File: src/core/scpm_pkg.sv
// package: constants, modes and carriers of the clock and power-mode controller
package scpm_pkg;
   // ----------------------------------------------------------------
   // oscillator timing
   // ----------------------------------------------------------------
   localparam int unsigned CLK_PERIOD_PS  = 10000;     // aclk, 100 MHz
   localparam int unsigned FAST_PERIOD_PS = 125000;    // fast oscillator, 8 MHz
   localparam int unsigned SLOW_PERIOD_PS = 31250000;  // slow oscillator, 32 kHz
   // half periods round down; the modelled oscillators are nominal only
   localparam int unsigned FAST_HALF_CYC  = FAST_PERIOD_PS / (2 * CLK_PERIOD_PS);
   localparam int unsigned SLOW_HALF_CYC  = SLOW_PERIOD_PS / (2 * CLK_PERIOD_PS);
   localparam int unsigned OSC_CNT_W      = 11;
   localparam logic [1:0]  OSC_RDY_EDGES  = 2'h2;

   // ----------------------------------------------------------------
   // register map, field positions, reset values
   // ----------------------------------------------------------------
   localparam logic [7:0]  ADDR_CTRL      = 8'h00;
   localparam logic [7:0]  ADDR_EXT       = 8'h04;
   localparam logic [7:0]  ADDR_MODE      = 8'h08;
   localparam int unsigned CTRL_DIV_LSB   = 5;
   localparam int unsigned CTRL_SLOW_RDY  = 3;
   localparam int unsigned CTRL_FAST_RDY  = 2;
   localparam int unsigned CTRL_IDLE_EN   = 1;
   localparam int unsigned CTRL_RANGE     = 0;
   localparam int unsigned EXT_KEEP_SYS   = 7;
   localparam logic [2:0]  RST_DIV        = 3'h0;
   localparam logic        RST_IDLE_EN    = 1'b1;
   localparam logic        RST_RANGE      = 1'b1;
   localparam logic        RST_KEEP_SYS   = 1'b0;
   localparam logic [2:0]  DIV_SLOW_MAX   = 3'h1;
   localparam logic [2:0]  DIV_TOP        = 3'h7;
   localparam logic [1:0]  RESP_OKAY      = 2'h0;
   localparam logic [1:0]  RESP_DECERR    = 2'h3;

   // ----------------------------------------------------------------
   // types
   // ----------------------------------------------------------------
   typedef enum logic [2:0] {
      MD_NORMAL = 3'h0,
      MD_SLOW   = 3'h1,
      MD_IDLE_CLOCK_RUNNING  = 3'h3,
      MD_IDLE_CLOCK_STOPPED  = 3'h2,
      MD_SLEEP_WATCHDOG_ALIVE = 3'h6,
      MD_SLEEP_ALL_OFF = 3'h7
   } scpm_mode_t;

   typedef struct packed {
      logic        awvalid;
      logic [7:0]  awaddr;
      logic        wvalid;
      logic [31:0] wdata;
      logic [3:0]  wstrb;
      logic        bready;
      logic        arvalid;
      logic [7:0]  araddr;
      logic        rready;
   } scpm_axi_req_t;

   typedef struct packed {
      logic        awready;
      logic        wready;
      logic        bvalid;
      logic [1:0]  bresp;
      logic        arready;
      logic        rvalid;
      logic [31:0] rdata;
      logic [1:0]  rresp;
   } scpm_axi_rsp_t;

   typedef struct packed {
      logic system_clock;
      logic cpu_clock;
      logic timebase_clock;
      logic watchdog_clock;
      logic fast_clock;
   } scpm_clk_t;

   typedef struct packed {
      logic [OSC_CNT_W-1:0] cnt;
      logic                 lvl;
      logic [1:0]           rdy;
   } scpm_osc_st_t;

   typedef struct packed {
      logic en;
      logic out;
   } scpm_gate_st_t;
endpackage : scpm_pkg

File: src/core/scpm_osc.sv
// oscillator model: a free-running level that starts and stops on request
`timescale 1ns/1ps
module scpm_osc #(
   parameter int unsigned HALF_CYC = 6
) (
   input  wire logic aclk,      // system clock
   input  wire logic aresetn,   // synchronous reset, active low
   input  wire logic enable,    // run request
   output logic      osc_out,   // oscillator level
   output logic      osc_ready  // stable after start-up
);
   localparam int unsigned W = scpm_pkg::OSC_CNT_W;
   localparam logic [W-1:0] LAST = W'(HALF_CYC - 1);

   scpm_pkg::scpm_osc_st_t st;
   scpm_pkg::scpm_osc_st_t n;

   always_comb begin
      n = st;
      // a stop request lets a high phase finish, so the level never truncates
      if (enable || st.lvl) begin
         if (st.cnt == LAST) begin
            n.cnt = '0;
            n.lvl = ~st.lvl;
            if (!st.lvl && st.rdy != scpm_pkg::OSC_RDY_EDGES) begin
               n.rdy = st.rdy + 2'h1;
            end
         end else begin
            n.cnt = st.cnt + W'(1);
         end
      end else begin
         n.cnt = '0;
         n.rdy = 2'h0;
      end
   end

   always_ff @(posedge aclk) begin
      if (!aresetn) begin
         st <= '0;
      end else begin
         st <= n;
      end
   end

   assign osc_out   = st.lvl;
   assign osc_ready = (st.rdy == scpm_pkg::OSC_RDY_EDGES);
endmodule : scpm_osc

File: src/core/scpm_clk_gate.sv
// clock gate: the enable is taken only while the input clock level is low
`timescale 1ns/1ps
module scpm_clk_gate (
   input  wire logic aclk,     // system clock
   input  wire logic aresetn,  // synchronous reset, active low
   input  wire logic clk_in,   // clock level to gate
   input  wire logic gate_en,  // pass request
   output logic      clk_out   // gated level, one cycle behind
);
   scpm_pkg::scpm_gate_st_t st;
   scpm_pkg::scpm_gate_st_t n;

   always_comb begin
      n = st;
      if (!clk_in) begin
         n.en = gate_en;
      end
      n.out = clk_in & n.en;
   end

   always_ff @(posedge aclk) begin
      if (!aresetn) begin
         st <= '0;
      end else begin
         st <= n;
      end
   end

   assign clk_out = st.out;
endmodule : scpm_clk_gate

File: src/core/scpm_ctrl.sv
// top: clock selection, operating modes and register slave of the controller
// Notes on behaviour
// - a fast internal oscillator of about 8 MHz feeds the high-speed path
// - a slow internal oscillator of about 32 kHz feeds the low-speed path
// - system clock source is picked at run time by range bit and divider
// - divided fast clocks from /2 to /64 are offered besides fast and slow
// - timebase clock comes from the slow oscillator, for timebase and timers
// - the slow oscillator also clocks the watchdog
// - switching the system clock to slow stops the fast oscillator
// - six modes; CPU runs in normal and slow, stops in the other four
// - normal mode runs the CPU from fast divided 1..64, slow side running
// - slow mode runs from slow oscillator, fast off, timebase running
// - halt with idle enable low enters one of the two sleep modes
// - first sleep stops CPU, system clock, slow oscillator, timebase, watchdog
// - second sleep stops CPU, system, timebase; slow runs if watchdog enabled
// - halt with idle enable high and keep-clock low enters first idle
// - first idle stops CPU and system clock; slow and timebase keep running
// - halt with idle enable and keep-clock both high enters second idle
// - second idle gates the CPU, selected system oscillator keeps running
// - second idle keeps the slow oscillator and timebase clock running
// - range low: divider 0,1 slow; 2..7 fast /64,/32,/16,/8,/4,/2
// - range high picks undivided fast; range resets to one
// - sleep with watchdog or voltage detector on is second sleep, else first
//
// Our own choices: the register addresses and register access over AXI4-Lite.
`timescale 1ns/1ps
module scpm_ctrl (
   input  wire logic                    aclk,         // 100 MHz clock
   input  wire logic                    aresetn,      // synchronous reset, active low
   input  wire scpm_pkg::scpm_axi_req_t axi_req,      // register bus request
   output scpm_pkg::scpm_axi_rsp_t      axi_rsp,      // register bus answer
   input  wire logic                    halt_exec,    // halt instruction executed
   input  wire logic                    wake_event,   // wake-up from idle or sleep
   input  wire logic                    wdt_enable,   // watchdog switched on
   input  wire logic                    lvd_enable,   // low-voltage detector on
   output scpm_pkg::scpm_clk_t          clocks,       // generated clocks
   output scpm_pkg::scpm_mode_t         mode          // present operating mode
);
   // ----------------------------------------------------------------
   // state
   // ----------------------------------------------------------------
   typedef struct packed {
      scpm_pkg::scpm_mode_t mode;
      logic [2:0]           clock_divider_select;
      logic                 clock_range_select;
      logic                 idle_on_halt_enable;
      logic                 keep_sysclk_in_idle;
      logic [3:0]           cur_code;
      logic                 fast_prev;
      logic [5:0]           div_cnt;
      logic                 sys_src;
      logic                 aw_held;
      logic [7:0]           awaddr;
      logic                 w_held;
      logic [7:0]           wdata;
      logic                 wstb;
      logic                 bvalid;
      logic [1:0]           bresp;
      logic                 rvalid;
      logic [7:0]           rdata;
      logic [1:0]           rresp;
   } scpm_st_t;

   scpm_st_t st;
   scpm_st_t n;

   logic       fast_lvl;
   logic       fast_rdy;
   logic       slow_lvl;
   logic       slow_rdy;
   logic       fast_en;
   logic       slow_en;
   logic       sys_en;
   logic       cpu_en;
   logic       tbc_en;
   logic       is_run;
   logic       tgt_slow;
   logic       run_slow;
   logic [3:0] want_code;
   logic       aw_hs;
   logic       w_hs;
   logic       ar_hs;

   // ----------------------------------------------------------------
   // oscillators and gates
   // ----------------------------------------------------------------
   scpm_osc #(.HALF_CYC(scpm_pkg::FAST_HALF_CYC)) u_fast_rc_osc (
      .aclk      (aclk),
      .aresetn   (aresetn),
      .enable    (fast_en),
      .osc_out   (fast_lvl),
      .osc_ready (fast_rdy)
   );

   scpm_osc #(.HALF_CYC(scpm_pkg::SLOW_HALF_CYC)) u_slow_rc_osc (
      .aclk      (aclk),
      .aresetn   (aresetn),
      .enable    (slow_en),
      .osc_out   (slow_lvl),
      .osc_ready (slow_rdy)
   );

   scpm_clk_gate u_sys_gate (
      .aclk    (aclk),
      .aresetn (aresetn),
      .clk_in  (st.sys_src),
      .gate_en (sys_en),
      .clk_out (clocks.system_clock)
   );

   scpm_clk_gate u_cpu_gate (
      .aclk    (aclk),
      .aresetn (aresetn),
      .clk_in  (st.sys_src),
      .gate_en (cpu_en),
      .clk_out (clocks.cpu_clock)
   );

   scpm_clk_gate u_tbc_gate (
      .aclk    (aclk),
      .aresetn (aresetn),
      .clk_in  (slow_lvl),
      .gate_en (tbc_en),
      .clk_out (clocks.timebase_clock)
   );

   assign clocks.watchdog_clock = slow_lvl;
   assign clocks.fast_clock     = fast_lvl;
   assign mode                  = st.mode;

   // ----------------------------------------------------------------
   // mode-driven enables
   // ----------------------------------------------------------------
   assign is_run    = (st.mode == scpm_pkg::MD_NORMAL) || (st.mode == scpm_pkg::MD_SLOW);
   assign want_code = {st.clock_range_select, st.clock_divider_select};
   assign tgt_slow  = !st.clock_range_select
                      && (st.clock_divider_select <= scpm_pkg::DIV_SLOW_MAX);
   // slow mode only once the mux runs from slow: a divided fast level that is
   // still selected would freeze high if the fast oscillator stopped
   assign run_slow  = tgt_slow && src_is_slow(st.cur_code);
   assign fast_en   = (st.mode == scpm_pkg::MD_NORMAL)
                      || ((st.mode == scpm_pkg::MD_IDLE_CLOCK_RUNNING) && !src_is_slow(st.cur_code));
   assign slow_en   = (st.mode == scpm_pkg::MD_SLEEP_WATCHDOG_ALIVE) ? wdt_enable :
                      (st.mode != scpm_pkg::MD_SLEEP_ALL_OFF);
   assign sys_en    = is_run || (st.mode == scpm_pkg::MD_IDLE_CLOCK_RUNNING);
   assign cpu_en    = is_run;
   assign tbc_en    = (st.mode != scpm_pkg::MD_SLEEP_ALL_OFF)
                      && (st.mode != scpm_pkg::MD_SLEEP_WATCHDOG_ALIVE);

   // ----------------------------------------------------------------
   // source selection
   // ----------------------------------------------------------------
   function automatic logic src_is_slow(input logic [3:0] c);
      src_is_slow = !c[3] && (c[2:0] <= scpm_pkg::DIV_SLOW_MAX);
   endfunction : src_is_slow

   function automatic logic src_lvl(input logic [3:0] c, input logic f,
                                    input logic s, input logic [5:0] d);
      if (c[3]) begin
         src_lvl = f;
      end else if (c[2:0] <= scpm_pkg::DIV_SLOW_MAX) begin
         src_lvl = s;
      end else begin
         src_lvl = d[scpm_pkg::DIV_TOP - c[2:0]];
      end
   endfunction : src_lvl

   // ----------------------------------------------------------------
   // bus handshakes
   // ----------------------------------------------------------------
   assign axi_rsp.awready = !st.aw_held && !st.bvalid;
   assign axi_rsp.wready  = !st.w_held && !st.bvalid;
   assign axi_rsp.arready = !st.rvalid;
   assign axi_rsp.bvalid  = st.bvalid;
   assign axi_rsp.bresp   = st.bresp;
   assign axi_rsp.rvalid  = st.rvalid;
   assign axi_rsp.rdata   = {24'h000000, st.rdata};
   assign axi_rsp.rresp   = st.rresp;
   assign aw_hs           = axi_req.awvalid && axi_rsp.awready;
   assign w_hs            = axi_req.wvalid && axi_rsp.wready;
   assign ar_hs           = axi_req.arvalid && axi_rsp.arready;

   // ----------------------------------------------------------------
   // next state
   // ----------------------------------------------------------------
   always_comb begin
      n = st;
      n.fast_prev = fast_lvl;
      if (fast_lvl && !st.fast_prev) begin
         n.div_cnt = st.div_cnt + 6'h01;
      end

      // switch only while output and new source are both low and the new
      // source is up, so no pulse is shortened; a low phase may stretch
      if (want_code != st.cur_code && !st.sys_src
          && !src_lvl(want_code, fast_lvl, slow_lvl, st.div_cnt)
          && (src_is_slow(want_code) ? slow_rdy : fast_rdy)) begin
         n.cur_code = want_code;
      end
      n.sys_src = src_lvl(n.cur_code, fast_lvl, slow_lvl, st.div_cnt);

      case (st.mode)
         scpm_pkg::MD_NORMAL, scpm_pkg::MD_SLOW: begin
            if (halt_exec) begin
               if (!st.idle_on_halt_enable) begin
                  n.mode = (wdt_enable || lvd_enable) ? scpm_pkg::MD_SLEEP_WATCHDOG_ALIVE
                                                      : scpm_pkg::MD_SLEEP_ALL_OFF;
               end else if (st.keep_sysclk_in_idle) begin
                  n.mode = scpm_pkg::MD_IDLE_CLOCK_RUNNING;
               end else begin
                  n.mode = scpm_pkg::MD_IDLE_CLOCK_STOPPED;
               end
            end else begin
               n.mode = run_slow ? scpm_pkg::MD_SLOW : scpm_pkg::MD_NORMAL;
            end
         end
         scpm_pkg::MD_IDLE_CLOCK_STOPPED, scpm_pkg::MD_IDLE_CLOCK_RUNNING,
         scpm_pkg::MD_SLEEP_ALL_OFF, scpm_pkg::MD_SLEEP_WATCHDOG_ALIVE: begin
            if (wake_event) begin
               n.mode = run_slow ? scpm_pkg::MD_SLOW : scpm_pkg::MD_NORMAL;
            end
         end
         default: begin
            n.mode = scpm_pkg::MD_NORMAL;
         end
      endcase

      // write path: address and data are taken in either order
      if (aw_hs) begin
         n.aw_held = 1'b1;
         n.awaddr  = axi_req.awaddr;
      end
      if (w_hs) begin
         n.w_held = 1'b1;
         n.wdata  = axi_req.wdata[7:0];
         n.wstb   = axi_req.wstrb[0];
      end
      if (st.aw_held && st.w_held && !st.bvalid) begin
         n.aw_held = 1'b0;
         n.w_held  = 1'b0;
         n.bvalid  = 1'b1;
         n.bresp   = scpm_pkg::RESP_OKAY;
         case (st.awaddr)
            scpm_pkg::ADDR_CTRL: begin
               if (st.wstb) begin
                  n.clock_divider_select = st.wdata[scpm_pkg::CTRL_DIV_LSB +: 3];
                  n.idle_on_halt_enable  = st.wdata[scpm_pkg::CTRL_IDLE_EN];
                  n.clock_range_select   = st.wdata[scpm_pkg::CTRL_RANGE];
               end
            end
            scpm_pkg::ADDR_EXT: begin
               if (st.wstb) begin
                  n.keep_sysclk_in_idle = st.wdata[scpm_pkg::EXT_KEEP_SYS];
               end
            end
            scpm_pkg::ADDR_MODE: begin
               n.bresp = scpm_pkg::RESP_OKAY;
            end
            default: begin
               n.bresp = scpm_pkg::RESP_DECERR;
            end
         endcase
      end
      if (st.bvalid && axi_req.bready) begin
         n.bvalid = 1'b0;
      end

      // read path: one cycle from address to data
      if (ar_hs) begin
         n.rvalid = 1'b1;
         n.rresp  = scpm_pkg::RESP_OKAY;
         n.rdata  = 8'h00;
         case (axi_req.araddr)
            scpm_pkg::ADDR_CTRL: begin
               n.rdata[scpm_pkg::CTRL_DIV_LSB +: 3]  = st.clock_divider_select;
               n.rdata[scpm_pkg::CTRL_SLOW_RDY]      = slow_rdy;
               n.rdata[scpm_pkg::CTRL_FAST_RDY]      = fast_rdy;
               n.rdata[scpm_pkg::CTRL_IDLE_EN]       = st.idle_on_halt_enable;
               n.rdata[scpm_pkg::CTRL_RANGE]         = st.clock_range_select;
            end
            scpm_pkg::ADDR_EXT: begin
               n.rdata[scpm_pkg::EXT_KEEP_SYS] = st.keep_sysclk_in_idle;
            end
            scpm_pkg::ADDR_MODE: begin
               n.rdata[2:0] = st.mode;
            end
            default: begin
               n.rresp = scpm_pkg::RESP_DECERR;
            end
         endcase
      end else if (st.rvalid && axi_req.rready) begin
         n.rvalid = 1'b0;
      end
   end

   always_ff @(posedge aclk) begin
      if (!aresetn) begin
         st                      <= '0;
         st.mode                 <= scpm_pkg::MD_NORMAL;
         st.clock_divider_select <= scpm_pkg::RST_DIV;
         st.clock_range_select   <= scpm_pkg::RST_RANGE;
         st.idle_on_halt_enable  <= scpm_pkg::RST_IDLE_EN;
         st.keep_sysclk_in_idle  <= scpm_pkg::RST_KEEP_SYS;
         st.cur_code             <= {scpm_pkg::RST_RANGE, scpm_pkg::RST_DIV};
      end else begin
         st <= n;
      end
   end
endmodule : scpm_ctrl

File: config.mk
export PLATFORM = sky130hd
export DESIGN_NAME = scpm_ctrl
export DESIGN_NICKNAME = d
export VERILOG_FILES = /design/src/core/scpm_pkg.sv /design/src/core/scpm_osc.sv /design/src/core/scpm_clk_gate.sv /design/src/core/scpm_ctrl.sv
export SDC_FILE = /design/constraint.sdc
export NUM_CORES = 1
export LEC_CHECK = 0
export BUFFER_PORTS_ARGS = -buffer_cell sky130_fd_sc_hd__buf_2
export CAP_MARGIN = 10
export CORE_ASPECT_RATIO = 1.1
export CORE_MARGIN = 3
export CORE_UTILIZATION = 56
export CTS_CLUSTER_DIAMETER = 30
export DETAILED_ROUTE_END_ITERATION = 6
export HOLD_SLACK_MARGIN = 0.15
export PLACE_DENSITY_LB_ADDON = 0.05
export SYNTH_ARGS = -nofsm -noshare
export SYNTH_HDL_FRONTEND = slang
export SYNTH_SLANG_ARGS = --single-unit
File: constraint.sdc
create_clock -name aclk -period 4.28 [get_ports aclk]
set_input_delay 0.856 -clock aclk [delete_from_list [all_inputs] [get_ports aclk]]
set_output_delay 0.856 -clock aclk [all_outputs]
set_load 0.1 [all_outputs]
==> summary.txt <==
Floorplan
  • Chip Width: around 86 µm
  • Rows: 31
  • Die span in y: 94.0 µm
  • Die area: around 8100 µm²
  • Initial Util: between 50% and 60%
  • I/O pins: 112
  • Core Box Area: approximately 6700 µm²

Finish
  • Area delta synth->final: 5.68%
  • Fin area: 4170 µm²
  • Non-filler instance count after layout: between 500 and 600
  • Total Nets Final: 539
  • Register area: 1640 µm²
  • Final core occ: 62.1%
  • Antenna diodes: 0
  • Share of layout cells above drive strength 1: between 15 and 20%
  • Layout fillers: between 500 and 600
  • Area of the multi-input gates: 1940 µm²

Min path
  • Hold depth: 2
  • Hold Path Origin: st[28]
  • Worst min-delay path class: reg -> reg
  • Min-Delay Endpoint: st[28]

Clocking
  • Skew-Pair Late Insertion Delay: 0.34 ns
  • Number of setup buffers added after CTS: 0
  • Cts bufs inserted: 9
  • Root Buffer: clkbuf_8
  • Post_cts resized: 0
  • CTS tree: built
  • Clk pin slew, worst setup/hold paths: 0.08 ns
  • H-tree levels: 3
  • Hold Buf Count CTS: 0
  • Max clock buf depth: 2
  • # clock sinks: between 80 and 90

Yosys
  • Post-synthesis cell count: 438
  • Ys flop type: dfxtp_1
  • Synth cell count leaders: 82 x dfxtp_1, 46 x buf_4, 42 x nor2_1
  • Share of the yosys chip area belonging to registers: 41.7%
  • Netlist cell types: 46
  • Register bit total from synthesis: 82
  • Post-Syn Area: 3940 µm²
  • Avg Inst Size Synth: 9.00 µm²
  • Post-synth EDFFs: 0
  • Area leader, netlist: dfxtp_1
  • Most frequent cell after synthesis: dfxtp_1
  • Yosys top cell area share: 41.7%
  • Top cells by area, synth: dfxtp_1 42%, buf_4 8.8%, mux2i_1 5.6%, nor2b_1 4.6%, nor2_1 4.0%
  • Synth async-reset ratio: 0%
  • Ys Warns: 0

Timing
  • Clock skew: 0.00808 ns
  • Worst slew pin tran: 0.653 ns
  • RSZ-0062 raised after global routing: no
  • Total negative setup slack: 0 ns
  • Final WS setup: approximately 1.5 ns
  • Final hold slack: 0.452 ns
  • Final Max Slew Viols: 0
  • Period minus WS final: 2.77 ns
  • Slew Limit Headroom: 56.0%
  • Crit share post-route: 64.7%
  • Max Clock Freq: about 360 MHz
  • Final-report hold violation count: 0
  • Setup violations, final: 0

Drt
  • Drt initial violations: 86
  • Drt via density: 5.01
  • Final WL: 6790 µm
  • Residual DRC: 0
  • Detail Route Antenna Nets: 0
  • Via count: 2779
  • First-pass iteration count of the detailed router: 4
  • Average routed wire per standard cell: 12.2 µm

Setup path
  • Worst endpoint required time: 4.51 ns
  • R2R depth: 7
  • Critical path start-end classification: reg -> reg
  • Crit-path max FO: 7
  • Critical Path Sink Type: flop
  • Register-to-register setup slack: 1.51 ns
  • R2R Path Start: st[48]
  • Crit path arrival time: 3.00 ns
  • CP Launch Type: flop
  • Worst r2r dst: st[33]

Pwr
  • Design Power: 1.52 mW
  • Leakage: 1.73 nW
  • Peak supply drop: 0.000223 V
  • Pwr dens: 365 nW/µm²

GRT
  • Initial antenna violation count: 0
  • Gr usage total: 18.0%
  • First-pass GRT wire length: 11600 µm
  • Vias in the first global route: 2653
  • Largest net degree at the start of global routing: 41
  • Total grt overflow: 0

Placed design
  • Port buffer count: 56
  • Dpl ws: between 1.5 and 2 ns
  • Post-placement cell count: between 500 and 600
  • GPL Wtd Cong: 0.815
  • Post-DP HPWL: between 4000 and 5000 µm
  • Post-DP Area: ~4000 µm²

Flow run
  • Max-cap violation count: 0

Run status
  • Status: finished clean
[critical path, cell delays in order (launching register included)]
cell	delay, ns
dfxtp_1	0.50
mux2_1	0.35
mux4_2	0.50
a211oi_4	0.42
mux2i_1	0.38
mux2_1	0.36
nand3b_1	0.08
a31oi_1	0.07
[cell families after synthesis]
group           after synthesis  share of synthesized area, %
simple gates                169                          21.7
buf+inv                      72                          11.4
compound gates               49                          8.54
flops                        82                          41.7
mux                          29                          7.97
fa+ha+maj                     7                          2.22
other cells                   1                        0.0951
xor+xnor                     29                          6.44
[worst max-delay path by stage]
| stage | start | to | cells after the start | slack (ns) |
|---|---|---|---|---|
| detailed placement | st[48] | st[33] | 7 | 1.52 |
| finish | st[48] | st[33] | 7 | 1.51 |
| CTS | st[48] | st[33] | 7 | 1.50 |
| global placement | st[48] | st[33] | 7 | 1.54 |
| global route | st[48] | st[33] | 7 | 1.35 |
| floorplan | axi_rsp[38] | st[14] | 5 | 1.71 |
[metal layers]
metal	wire length, µm	GRT usage, %	part of all wire, %	vias to the layer above
met2	3310	30.3	49	45
met1	3110	21.9	46	1272
met4	92	8.71	1.4	0
li1	-	-	-	1455
met5	0	0	0	-
met3	274	3.68	4.0	7
[cell type report]
class / instances / area share [%]
Clock buffer: 12 / 3.24
Clock inverter: 3 / 0.421
Inverter: 11 / 0.991
Multi-Input combinational cell: 308 / 46.6
Sequential cell: 82 / 39.4
Tap cell: 82 / 2.46
Timing Repair Buffer: 57 / 6.91
[power breakdown]
| part | internal [mW] | total (mW) | leakage, nW | switching, mW |
|---|---|---|---|---|
| Combinational | 0.0481 | 0.256 | 0.990 | 0.208 |
| Clock | 0.206 | 0.463 | 0.0762 | 0.257 |
| Sequential | 0.784 | 0.802 | 0.666 | 0.0172 |
[registers in the layout (all words and copies together) (netlist names), named ones only]
signal                 flops
st                        34
u_fast_rc_osc.st          13
u_slow_rc_osc.st          13
axi_rsp                   11
mode                       3
u_cpu_gate.clk_out         1
u_fast_rc_osc.osc_out      1
u_slow_rc_osc.osc_out      1
u_sys_gate.clk_out         1
u_tbc_gate.clk_out         1
[cells in the final DEF (no fill, tap or decap), types with 3 or more instances in the layout]
cell and n:
mux2i_1 22, a21boi_0 9, xor2_1 16, clkbuf_1 3
dfxtp_1 82, nand4_1 5, nand3_1 7, ha_1 7
o21ai_0 10, nor2b_1 29, a22oi_1 3, nand2_1 39
and3_1 6, clkbuf_8 9, conb_1 25, a21oi_1 14
nor4_1 7, or2_2 3, nor3_1 6, and2_1 10
inv_1 11, xnor2_1 13, buf_2 56, or3_1 5
mux2_2 3, nor2_1 42, nand4b_1 3
Power figures use the tool's default switching activity.
